**config.mk**
```make
export PLATFORM = sky130hd
export DESIGN_NAME = power_and_clock_synth_control
export DESIGN_NICKNAME = d
export VERILOG_FILES = /design/src/design/pwr_clk_pkg.sv /design/src/design/settle_timer.sv /design/src/design/power_and_clock_synth_control.sv
export SDC_FILE = /design/constraint.sdc
export NUM_CORES = 1
export LEC_CHECK = 0
export BUFFER_PORTS_ARGS = -buffer_cell sky130_fd_sc_hd__buf_4
export CAP_MARGIN = 20
export CORE_AREA = 2 2 106 108
export CTS_CLUSTER_DIAMETER = 150
export DETAILED_ROUTE_END_ITERATION = 8
export DIE_AREA = 0 0 108 110
export GPL_TIMING_DRIVEN = 1
export SYNTH_ARGS = -nofsm -noshare
export SYNTH_HDL_FRONTEND = slang
export SYNTH_SLANG_ARGS = --single-unit
```
**constraint.sdc**
```tcl
create_clock -name clk -period 5.95 [get_ports clk]
set_input_delay 0.8925 -clock clk [delete_from_list [all_inputs] [get_ports clk]]
set_output_delay 0.8925 -clock clk [all_outputs]
set_load 0.01 [all_outputs]
```
**src/design/pwr_clk_pkg.sv**
```systemverilog
// Constants shared by the power and clock-synthesiser control block.
// Assumes a 20 MHz system clock and APB with 32-bit data and 12-bit addresses.
package pwr_clk_pkg;

  ////////////////////////////////////////////////////////////////////////////////
  // Clock and timing
  localparam int CLK_HZ          = 20_000_000;
  localparam int LOCK_TIME_MS    = 10;
  localparam int LOCK_CYCLES     = LOCK_TIME_MS * (CLK_HZ / 1000);
  localparam int SETTLE_TIME_NS  = 1000;
  localparam int SETTLE_CYCLES   = (SETTLE_TIME_NS * (CLK_HZ / 1_000_000)) / 1000;

  ////////////////////////////////////////////////////////////////////////////////
  // Register map: printed offsets are word indices, byte address is four times
  localparam int              ADDR_W        = 12;
  localparam logic [ADDR_W-1:0] PWR_CTRL_IDX  = 12'h087;
  localparam logic [ADDR_W-1:0] CLK_SYNTH_IDX = 12'h0f9;
  localparam logic [ADDR_W-1:0] STATUS_IDX    = 12'h100;
  localparam logic [ADDR_W-1:0] PWR_CTRL_ADDR  = ADDR_W'(PWR_CTRL_IDX * 4);
  localparam logic [ADDR_W-1:0] CLK_SYNTH_ADDR = ADDR_W'(CLK_SYNTH_IDX * 4);
  localparam logic [ADDR_W-1:0] STATUS_ADDR    = ADDR_W'(STATUS_IDX * 4);

  localparam logic [7:0] PWR_CTRL_RST  = 8'h00;
  localparam logic [7:0] CLK_SYNTH_RST = 8'h0d;

  ////////////////////////////////////////////////////////////////////////////////
  // power_control fields
  localparam int PC_BAUD_DBL = 7;
  localparam int PC_AUX_OFF  = 6;
  localparam int PC_ALE_QUIET = 5;
  localparam int PC_WDT_UNLK = 4;
  localparam int PC_UFLAG_1  = 3;
  localparam int PC_UFLAG_0  = 2;
  localparam int PC_PD       = 1;
  localparam int PC_IDLE     = 0;

  // clock_synth_control fields
  localparam int CS_KEEP_SLOW = 7;
  localparam int CS_SEC_EN    = 6;
  localparam int CS_SEC_FLAG  = 5;
  localparam int CS_FREQ_SELECT_HI   = 4;
  localparam int CS_FREQ_SELECT_MID  = 2;
  localparam int CS_CCO_HI    = 1;
  localparam int CS_CCO_LO    = 0;

  // Status register fields
  localparam int ST_LOCKED   = 0;
  localparam int ST_SETTLED  = 1;
  localparam int ST_CODE_OK  = 2;
  localparam int ST_OSC_SEL  = 3;
  localparam int ST_WDT_EN   = 4;
  localparam int ST_IDLE     = 5;
  localparam int ST_PD       = 6;

  typedef enum logic [1:0] {
    MODE_RUN  = 2'b00,
    MODE_IDLE = 2'b01,
    MODE_PD   = 2'b10
  } power_mode_e;

  // System clock in units of 10 kHz; zero marks a reserved code
  function automatic logic [11:0] freq_10khz(input logic [4:0] code);
    case (code)
      5'h13:   freq_10khz = 12'h189;
      5'h0f:   freq_10khz = 12'h312;
      5'h0b:   freq_10khz = 12'h625;
      5'h12:   freq_10khz = 12'h1d8;
      5'h0e:   freq_10khz = 12'h3b0;
      5'h11:   freq_10khz = 12'h227;
      5'h0d:   freq_10khz = 12'h44d;
      5'h10:   freq_10khz = 12'h275;
      5'h0c:   freq_10khz = 12'h4ea;
      default: freq_10khz = 12'h000;
    endcase
  endfunction

endpackage

```
**src/design/settle_timer.sv**
```systemverilog
// One-shot down counter: busy stays high for CYCLES cycles after start.
// Assumes start is a same-clock signal; a start while busy restarts the count.
`timescale 1ns/1ps
`default_nettype none
module settle_timer #(
  parameter int CYCLES = 20
) (
  input  wire logic clk,
  input  wire logic rst_n,
  input  wire logic start,
  output var  logic busy
);

  localparam int CW = $clog2(CYCLES + 1);

  logic [CW-1:0] count;

  always_ff @(posedge clk or negedge rst_n) begin
    if (!rst_n) begin
      count <= '0;
      busy  <= 1'b0;
    end else if (start) begin
      count <= CW'(CYCLES - 1);
      busy  <= 1'b1;
    end else if (count != '0) begin
      count <= count - CW'(1);
    end else begin
      busy <= 1'b0;
    end
  end

endmodule
`default_nettype wire

```
**src/design/power_and_clock_synth_control.sv**
```systemverilog
// Power-mode and clock-source control with an APB register slave.
// Assumes a 20 MHz clk; pins are asynchronous, strobes from CPU logic are on clk.
//
// The implementer's own choice: the APB register port.
`timescale 1ns/1ps
`default_nettype none
module power_and_clock_synth_control #(
  parameter int LOCK_CYCLES = pwr_clk_pkg::LOCK_CYCLES
) (
  input  wire logic        clk,
  input  wire logic        nrst,
  // APB slave
  input  wire logic        psel,
  input  wire logic        penable,
  input  wire logic        pwrite,
  input  wire logic [11:0] paddr,
  input  wire logic [31:0] pwdata,
  output var  logic [31:0] prdata,
  output var  logic        pready,
  output var  logic        pslverr,
  // Pins
  input  wire logic        osc_select_pin,
  input  wire logic        wdt_enable_input,
  input  wire logic        reset_input,
  input  wire logic        ext_irq_1,
  // Same-clock events and levels
  input  wire logic        wdt_overflow,
  input  wire logic        wdt_counter_loaded,
  input  wire logic        sec_tick,
  input  wire logic        wake_event,
  input  wire logic        ext_irq_1_enable,
  input  wire logic [1:0]  serial_mode,
  input  wire logic        ale_raw,
  // Controls out
  output var  logic        baud_double_active,
  output var  logic        aux_ram_enable,
  output var  logic        addr_latch_strobe,
  output var  logic        watchdog_load_unlock,
  output var  logic        idle_mode,
  output var  logic        power_down_mode,
  output var  logic        hf_osc_enable,
  output var  logic        slow_osc_enable,
  output var  logic        slow_osc_pull_low,
  output var  logic        pll_enable,
  output var  logic [1:0]  cco_band,
  output var  logic [4:0]  freq_code,
  output var  logic [11:0] sys_freq_10khz,
  output var  logic        pll_locked,
  output var  logic        clk_settled,
  output var  logic        shared_irq_1,
  output var  logic        sec_irq_to_cpu
);

  ////////////////////////////////////////////////////////////////////////////////
  // Reset release and pin synchronisers

  logic [1:0] rst_pipe;
  logic       rst_n;

  always_ff @(posedge clk or negedge nrst) begin
    if (!nrst) begin
      rst_pipe <= 2'b00;
    end else begin
      rst_pipe <= {rst_pipe[0], 1'b1};
    end
  end
  assign rst_n = rst_pipe[1];

  logic [3:0] pin_meta;
  logic [3:0] pin_sync;
  logic       osc_sel_s;
  logic       wdt_en_s;
  logic       rst_in_s;
  logic       irq1_s;

  always_ff @(posedge clk or negedge rst_n) begin
    if (!rst_n) begin
      pin_meta <= 4'h0;
      pin_sync <= 4'h0;
    end else begin
      pin_meta <= {ext_irq_1, reset_input, wdt_enable_input, osc_select_pin};
      pin_sync <= pin_meta;
    end
  end

  assign osc_sel_s = pin_sync[0];
  assign wdt_en_s  = pin_sync[1];
  assign rst_in_s  = pin_sync[2];
  assign irq1_s    = pin_sync[3];

  // Reset input and watchdog overflow both return the registers to reset values
  logic sys_clear;
  assign sys_clear = rst_in_s | wdt_overflow;

  ////////////////////////////////////////////////////////////////////////////////
  // APB decode

  logic       setup_phase;
  logic       access_done;
  logic       hit_pc;
  logic       hit_cs;
  logic       hit_st;
  logic       wr_pc;
  logic       wr_cs;
  logic [7:0] wbyte;

  assign setup_phase = psel & ~penable;
  assign access_done = psel & penable & pready;
  assign wbyte       = pwdata[7:0];

  always_comb begin
    hit_pc = 1'b0;
    hit_cs = 1'b0;
    hit_st = 1'b0;
    if (paddr == pwr_clk_pkg::PWR_CTRL_ADDR) begin
      hit_pc = 1'b1;
    end else if (paddr == pwr_clk_pkg::CLK_SYNTH_ADDR) begin
      hit_cs = 1'b1;
    end else if (paddr == pwr_clk_pkg::STATUS_ADDR) begin
      hit_st = 1'b1;
    end
  end

  // Whole-byte writes only; the register has no per-bit access path
  assign wr_pc = access_done & pwrite & hit_pc;
  assign wr_cs = access_done & pwrite & hit_cs;

  ////////////////////////////////////////////////////////////////////////////////
  // power_control

  logic [7:0] power_control;
  logic [7:0] next_power_control;

  always_comb begin
    next_power_control = power_control;
    if (wdt_counter_loaded) begin
      next_power_control[pwr_clk_pkg::PC_WDT_UNLK] = 1'b0;
    end
    if (wake_event) begin
      next_power_control[pwr_clk_pkg::PC_PD]   = 1'b0;
      next_power_control[pwr_clk_pkg::PC_IDLE] = 1'b0;
    end
    if (wr_pc) begin
      next_power_control = wbyte;
      // Power-down may only be set while the watchdog enable pin is high
      next_power_control[pwr_clk_pkg::PC_PD] = wbyte[pwr_clk_pkg::PC_PD] & wdt_en_s;
    end
  end

  always_ff @(posedge clk or negedge rst_n) begin
    if (!rst_n) begin
      power_control <= pwr_clk_pkg::PWR_CTRL_RST;
    end else if (sys_clear) begin
      power_control <= pwr_clk_pkg::PWR_CTRL_RST;
    end else begin
      power_control <= next_power_control;
    end
  end

  ////////////////////////////////////////////////////////////////////////////////
  // clock_synth_control

  logic [7:0] clock_synth_control;
  logic [7:0] next_clock_synth_control;

  always_comb begin
    next_clock_synth_control = clock_synth_control;
    if (wr_cs) begin
      next_clock_synth_control = wbyte;
    end
    // A tick in the cycle of a clearing write still sets the flag
    if (sec_tick) begin
      next_clock_synth_control[pwr_clk_pkg::CS_SEC_FLAG] = 1'b1;
    end
  end

  always_ff @(posedge clk or negedge rst_n) begin
    if (!rst_n) begin
      clock_synth_control <= pwr_clk_pkg::CLK_SYNTH_RST;
    end else if (sys_clear) begin
      clock_synth_control <= pwr_clk_pkg::CLK_SYNTH_RST;
    end else begin
      clock_synth_control <= next_clock_synth_control;
    end
  end

  ////////////////////////////////////////////////////////////////////////////////
  // Loop lock and divider settle timing

  logic       band_change;
  logic       div_change;
  logic       lock_busy;
  logic       settle_busy;
  logic [1:0] cur_band;
  logic [2:0] cur_div;

  assign cur_band = clock_synth_control[pwr_clk_pkg::CS_CCO_HI:pwr_clk_pkg::CS_CCO_LO];
  assign cur_div  = clock_synth_control[pwr_clk_pkg::CS_FREQ_SELECT_HI:pwr_clk_pkg::CS_FREQ_SELECT_MID];

  // A band change relocks the loop; a divider-only change just settles
  assign band_change = sys_clear
                     | (wr_cs & (wbyte[pwr_clk_pkg::CS_CCO_HI:pwr_clk_pkg::CS_CCO_LO]
                                 != cur_band));
  assign div_change  = wr_cs & ~band_change
                     & (wbyte[pwr_clk_pkg::CS_FREQ_SELECT_HI:pwr_clk_pkg::CS_FREQ_SELECT_MID]
                        != cur_div);

  settle_timer #(
    .CYCLES (LOCK_CYCLES)
  ) u_lock_timer (
    .clk   (clk),
    .rst_n (rst_n),
    .start (band_change),
    .busy  (lock_busy)
  );

  settle_timer #(
    .CYCLES (pwr_clk_pkg::SETTLE_CYCLES)
  ) u_div_timer (
    .clk   (clk),
    .rst_n (rst_n),
    .start (div_change),
    .busy  (settle_busy)
  );

  ////////////////////////////////////////////////////////////////////////////////
  // Power mode

  pwr_clk_pkg::power_mode_e mode;
  pwr_clk_pkg::power_mode_e next_mode;

  always_comb begin
    next_mode = pwr_clk_pkg::MODE_RUN;
    case ({next_power_control[pwr_clk_pkg::PC_PD], next_power_control[pwr_clk_pkg::PC_IDLE]})
      2'b10,
      2'b11: begin
        next_mode = pwr_clk_pkg::MODE_PD;
      end
      2'b01: begin
        next_mode = pwr_clk_pkg::MODE_IDLE;
      end
      default: begin
        next_mode = pwr_clk_pkg::MODE_RUN;
      end
    endcase
    if (sys_clear) begin
      next_mode = pwr_clk_pkg::MODE_RUN;
    end
  end

  always_ff @(posedge clk or negedge rst_n) begin
    if (!rst_n) begin
      mode <= pwr_clk_pkg::MODE_RUN;
    end else begin
      mode <= next_mode;
    end
  end

  ////////////////////////////////////////////////////////////////////////////////
  // Oscillator control

  logic in_pd;
  logic keep_slow;
  logic slow_run;

  assign in_pd     = (mode == pwr_clk_pkg::MODE_PD);
  assign keep_slow = clock_synth_control[pwr_clk_pkg::CS_KEEP_SLOW];
  assign slow_run  = ~osc_sel_s & ~rst_in_s & ~(in_pd & ~keep_slow);

  always_ff @(posedge clk or negedge rst_n) begin
    if (!rst_n) begin
      hf_osc_enable     <= 1'b0;
      slow_osc_enable   <= 1'b0;
      slow_osc_pull_low <= 1'b1;
      pll_enable        <= 1'b0;
    end else begin
      hf_osc_enable     <= osc_sel_s & ~in_pd;
      slow_osc_enable   <= slow_run;
      slow_osc_pull_low <= ~slow_run;
      pll_enable        <= slow_run & ~in_pd;
    end
  end

  ////////////////////////////////////////////////////////////////////////////////
  // Frequency outputs

  always_ff @(posedge clk or negedge rst_n) begin
    if (!rst_n) begin
      cco_band       <= pwr_clk_pkg::CLK_SYNTH_RST[pwr_clk_pkg::CS_CCO_HI:pwr_clk_pkg::CS_CCO_LO];
      freq_code      <= pwr_clk_pkg::CLK_SYNTH_RST[pwr_clk_pkg::CS_FREQ_SELECT_HI:0];
      sys_freq_10khz <= pwr_clk_pkg::freq_10khz(pwr_clk_pkg::CLK_SYNTH_RST[pwr_clk_pkg::CS_FREQ_SELECT_HI:0]);
      pll_locked     <= 1'b0;
      clk_settled    <= 1'b0;
    end else begin
      cco_band       <= cur_band;
      freq_code      <= clock_synth_control[pwr_clk_pkg::CS_FREQ_SELECT_HI:0];
      sys_freq_10khz <= pwr_clk_pkg::freq_10khz(clock_synth_control[pwr_clk_pkg::CS_FREQ_SELECT_HI:0]);
      pll_locked     <= ~lock_busy & ~band_change;
      clk_settled    <= ~lock_busy & ~settle_busy & ~band_change & ~div_change;
    end
  end

  ////////////////////////////////////////////////////////////////////////////////
  // Serial, memory and strobe controls

  always_ff @(posedge clk or negedge rst_n) begin
    if (!rst_n) begin
      baud_double_active   <= 1'b0;
      aux_ram_enable       <= 1'b1;
      addr_latch_strobe    <= 1'b0;
      watchdog_load_unlock <= 1'b0;
      idle_mode            <= 1'b0;
      power_down_mode      <= 1'b0;
    end else begin
      baud_double_active   <= power_control[pwr_clk_pkg::PC_BAUD_DBL]
                            & (serial_mode != 2'b00);
      aux_ram_enable       <= ~power_control[pwr_clk_pkg::PC_AUX_OFF];
      addr_latch_strobe    <= ale_raw & ~power_control[pwr_clk_pkg::PC_ALE_QUIET];
      watchdog_load_unlock <= power_control[pwr_clk_pkg::PC_WDT_UNLK];
      idle_mode            <= (mode == pwr_clk_pkg::MODE_IDLE);
      power_down_mode      <= in_pd;
    end
  end

  ////////////////////////////////////////////////////////////////////////////////
  // Seconds interrupt

  logic sec_req;

  assign sec_req = clock_synth_control[pwr_clk_pkg::CS_SEC_FLAG]
                 & clock_synth_control[pwr_clk_pkg::CS_SEC_EN];

  always_ff @(posedge clk or negedge rst_n) begin
    if (!rst_n) begin
      shared_irq_1   <= 1'b0;
      sec_irq_to_cpu <= 1'b0;
    end else begin
      shared_irq_1   <= irq1_s | sec_req;
      sec_irq_to_cpu <= sec_req & ext_irq_1_enable;
    end
  end

  ////////////////////////////////////////////////////////////////////////////////
  // APB answer: read data and error captured in the setup cycle

  logic [7:0] status;
  logic [7:0] rd_byte;

  always_comb begin
    status = 8'h00;
    status[pwr_clk_pkg::ST_LOCKED]  = pll_locked;
    status[pwr_clk_pkg::ST_SETTLED] = clk_settled;
    status[pwr_clk_pkg::ST_CODE_OK] = (sys_freq_10khz != 12'h000);
    status[pwr_clk_pkg::ST_OSC_SEL] = osc_sel_s;
    status[pwr_clk_pkg::ST_WDT_EN]  = wdt_en_s;
    status[pwr_clk_pkg::ST_IDLE]    = idle_mode;
    status[pwr_clk_pkg::ST_PD]      = power_down_mode;
    rd_byte = 8'h00;
    if (hit_pc) begin
      rd_byte = power_control;
    end else if (hit_cs) begin
      rd_byte = clock_synth_control;
    end else if (hit_st) begin
      rd_byte = status;
    end
  end

  always_ff @(posedge clk or negedge rst_n) begin
    if (!rst_n) begin
      pready  <= 1'b0;
      pslverr <= 1'b0;
      prdata  <= 32'h0000_0000;
    end else begin
      pready  <= setup_phase;
      pslverr <= setup_phase & ~(hit_pc | hit_cs | hit_st);
      if (setup_phase & ~pwrite) begin
        prdata <= {24'h00_0000, rd_byte};
      end else begin
        prdata <= 32'h0000_0000;
      end
    end
  end

endmodule
`default_nettype wire

```
==> results.py <==
metrics = {
    "timing": {
        "fin_skew_ps": 9.08,
        "tns_ps": 0,
        "whs_ps": 270,
        "fmax_mhz": 400,
        "relSlewSlack": 0.322,
        "tightest_slew_ps": 1010,
        "rsz0062_at_grt": "no",
        "hold_viol": 0,
        "setup_viol": 0,
        "setup_slack_ps": 3450,
        "period_needed_ps": 2500,
        "finalMaxSlewViolations": 0,
        "fin_crit_sh": 0.420,
    },
    "global_routing": {
        "antenna_found_initial": 0,
        "grt_pass1_vias": 2890,
        "grt_max_degree": 59,
        "grt_first_pass_wirelength_um": 14100,
        "gr-usage-all-layers": 0.153,
        "overflow": 0,
    },
    "setup_path": {
        "worst-path-buf-inv": 1,
        "r2r_cells": 5,
        "crit_chain": "buf_4 > nor4_2 > nand2_2 > nor3_2 > or3b_2 > a21oi_1",
        "crit_path_end_kind": "register",
        "cp-startpoint": "paddr[5]",
        "endpoint": "power_control[1]",
        "worst_ep_arrival_time_ps": 2730,
        "r2r_end": "u_lock_timer.count[16]",
        "cpLargestDelayFamily": "simple AND/OR/NAND/NOR gates",
        "start_kind": "primary input",
        "slowest_delay_ps": 840,
        "worstPathRequired_ps": 6180,
        "r2r_slack_ps": 3910,
        "crit_cells": 6,
        "cp_max_fo": 13,
        "cpMaxStageDelayCell": "nor3_2",
        "r2r-start": "pin_sync[2]",
        "critical_path_class": "primary input to register",
    },
    "clock_network": {
        "cts_made_buffers": 9,
        "root_buffer": "clkbuf_8",
        "post-cts-setup-buffer-count": 0,
        "cts-hold-fix-buffers": 0,
        "cts_resized": 0,
        "htreeDepth": 3,
        "cts.clk_slew.worst_paths_ps": 90,
        "clock_latency_ps": 350,
        "cts_tree": "done",
        "cts_max_path_buffers": 2,
        "cts_sinks": 93,
    },
    "synthesis": {
        "synth_area_per_cell_um2": 10.6,
        "yosysMostFrequentCell": "dfrtp_1",
        "synth_area_mm2": 0.00423,
        "synthFlopType": "dfrtp_1",
        "synth-seq-cells": 93,
        "synthTopCellsByCount": "80 x dfrtp_1, 43 x nand2_1, 31 x nor2_1, 28 x buf_4, 17 x a21oi_1",
        "synth.top_cell.area_share": 0.473,
        "synth_edf_count": 0,
        "postSynthCellCount": 398,
        "yosysTopAreaCell": "dfrtp_1",
        "synth.distinct_cells": 58,
        "yosysSeqAreaShare": 0.554,
        "synth_area_leaders": "dfrtp_1 47%, dfstp_2 8.1%, buf_4 5.0%, nand2_1 3.8%, nor2_1 2.7%",
        "synthArstFlopShare": 1.00,
        "synth_warnings": 0,
    },
    "routing": {
        "remaining_drc_errors": 0,
        "vias": 3027,
        "wl_met1_um": 3830,
        "first_iter_violations": 141,
        "dr_wl_met2_um": 4140,
        "drt_first_pass_iters": 4,
        "routedWlPerCell_um": 13.9,
        "met3WireLength_um": 528,
        "vias_per_cell": 4.89,
        "drtAntennaViolNets": 0,
        "highest_layer": "met4",
        "totalWireLength_um": 8610,
    },
    "placement": {
        "place_ws_ps": 3100,
        "place_hpwl_um": 6250,
        "port_buffers": 78,
        "gp_congestion": 0.788,
        "dp.cells": 603,
        "placed_cell_area_mm2": 0.00484,
    },
    "power_and_ir_drop": {
        "ir_worst_vdd_v": 0.000100,
        "leakage_nw": 2.27,
        "intPower_mw": 0.916,
        "p_seq_frac": 0.552,
        "switchingPower_mw": 0.316,
        "p_per_area_mw_per_mm2": 245,
        "swShare": 0.256,
        "total_power_mw": 1.23,
        "p_clk_frac": 0.344,
        "combPwrFrac": 0.104,
    },
    "die": {
        "ios": 128,
        "die_x_um": 108,
        "die_area_mm2": 0.0119,
        "start_util": 0.396,
        "core_mm2": 0.0107,
        "die_h_um": 110,
        "std_cell_rows": 38,
    },
    "final_layout": {
        "synthToLayoutAreaGrowth_pct": 19.0,
        "final_cells": 619,
        "drive_gt1_frac": 0.265,
        "postLayoutCoreUtil": 0.471,
        "diodes": 0,
        "finalInstanceArea_mm2": 0.00504,
        "layout.nets": 541,
    },
    "run": {
        "maxCapViolations": 0,
    },
    "worst_hold_path": {
        "min_path_type": "register to async pin",
    },
    "outcome": {
        "outcome": "complete, no violations",
    },
}
-- cells by family (layout without fill, tap and decap cells) --
logic type	Yosys count	after routing	synth area share
and+or+nand+nor	163	163	0.210
DFF	93	93	0.554
other	2	26	0.00177
AOI/OAI and AO/OA	61	61	0.0967
muxes	8	8	0.0189
adders and majority gates	6	6	0.0177
xor gates and xnor gates	13	13	0.0269
buffers and inverters	52	109	0.0742
-- state kept, by name, summed over array words and instances, names as in the netlist, 2 cells and up --
| register | cells |
|---|---|
| u_lock_timer.count | 18 |
| sys_freq_10khz | 11 |
| clock_synth_control | 8 |
| power_control | 8 |
| prdata | 8 |
| freq_code | 5 |
| u_div_timer.count | 5 |
| pin_meta | 4 |
| pin_sync | 4 |
| mode | 2 |
| rst_pipe | 2 |
-- area by class of cell --
type | instances | area (um^2)
Sequential cell | 93 | 2350
Fill cell | 1035 | 5660
Clock inverter | 6 | 70.1
Tap cell | 140 | 175
Inverter | 12 | 45.0
Multi-Input combinational cell | 277 | 1670
Clock buffer | 10 | 128
Timing Repair Buffer | 81 | 608
-- cell usage in the layout (no fill, tap or decap), drive strengths merged, types with 2 or more instances in the layout --
master	count
and2	4
or3b	3
nor4	6
mux2i	8
dfstp	13
o21ai	11
or2	2
nand2	44
or4	2
clkbuf	10
nand4	5
o22ai	4
o211ai	5
nor3	19
nand2b	9
conb	26
dfrtp	80
nand3b	3
nand3	11
nor2b	6
xor2	6
o31ai	2
clkinv	3
buf	81
and3	3
a2bb2oi	6
nor2	33
ha	6
xnor2	7
or3	8
a21oi	18
inv	14
a22oi	7
-- metal layers --
metal,up-vias,global-route usage
met3,10,0.0388
li1,1470,-
met2,85,0.245
met5,-,0
met4,0,0.0412
met1,1462,0.207
-- power groups by stage --
stage / Clock [mW] / Combinational, mW / Sequential [mW]
final: 0.424 / 0.128 / 0.680
after global routing: 0.470 / 0.148 / 0.685
after CTS: 0.441 / 0.130 / 0.681
after detailed placement: 0 / 0.129 / 0.693
after global placement: 0 / 0.123 / 0.692
after floorplan: 0 / 0.0915 / 0.694
-- worst min path at each step --
stage | depth (start not counted) | from | to | slack, ps
2_1_floorplan | 0 | pin_meta[0] | pin_sync[0] | 330
3_3_place_gp | 0 | rst_pipe[1] | u_lock_timer.count[14] | 290
3_5_place_dp | 0 | rst_pipe[1] | u_lock_timer.count[14] | 290
4_1_cts | 1 | nrst | rst_pipe[1] | 280
5_1_grt | 1 | nrst | rst_pipe[1] | 270
6_report | 0 | rst_pipe[1] | u_lock_timer.count[14] | 270
No activity file was read; power rests on OpenSTA's default activity.
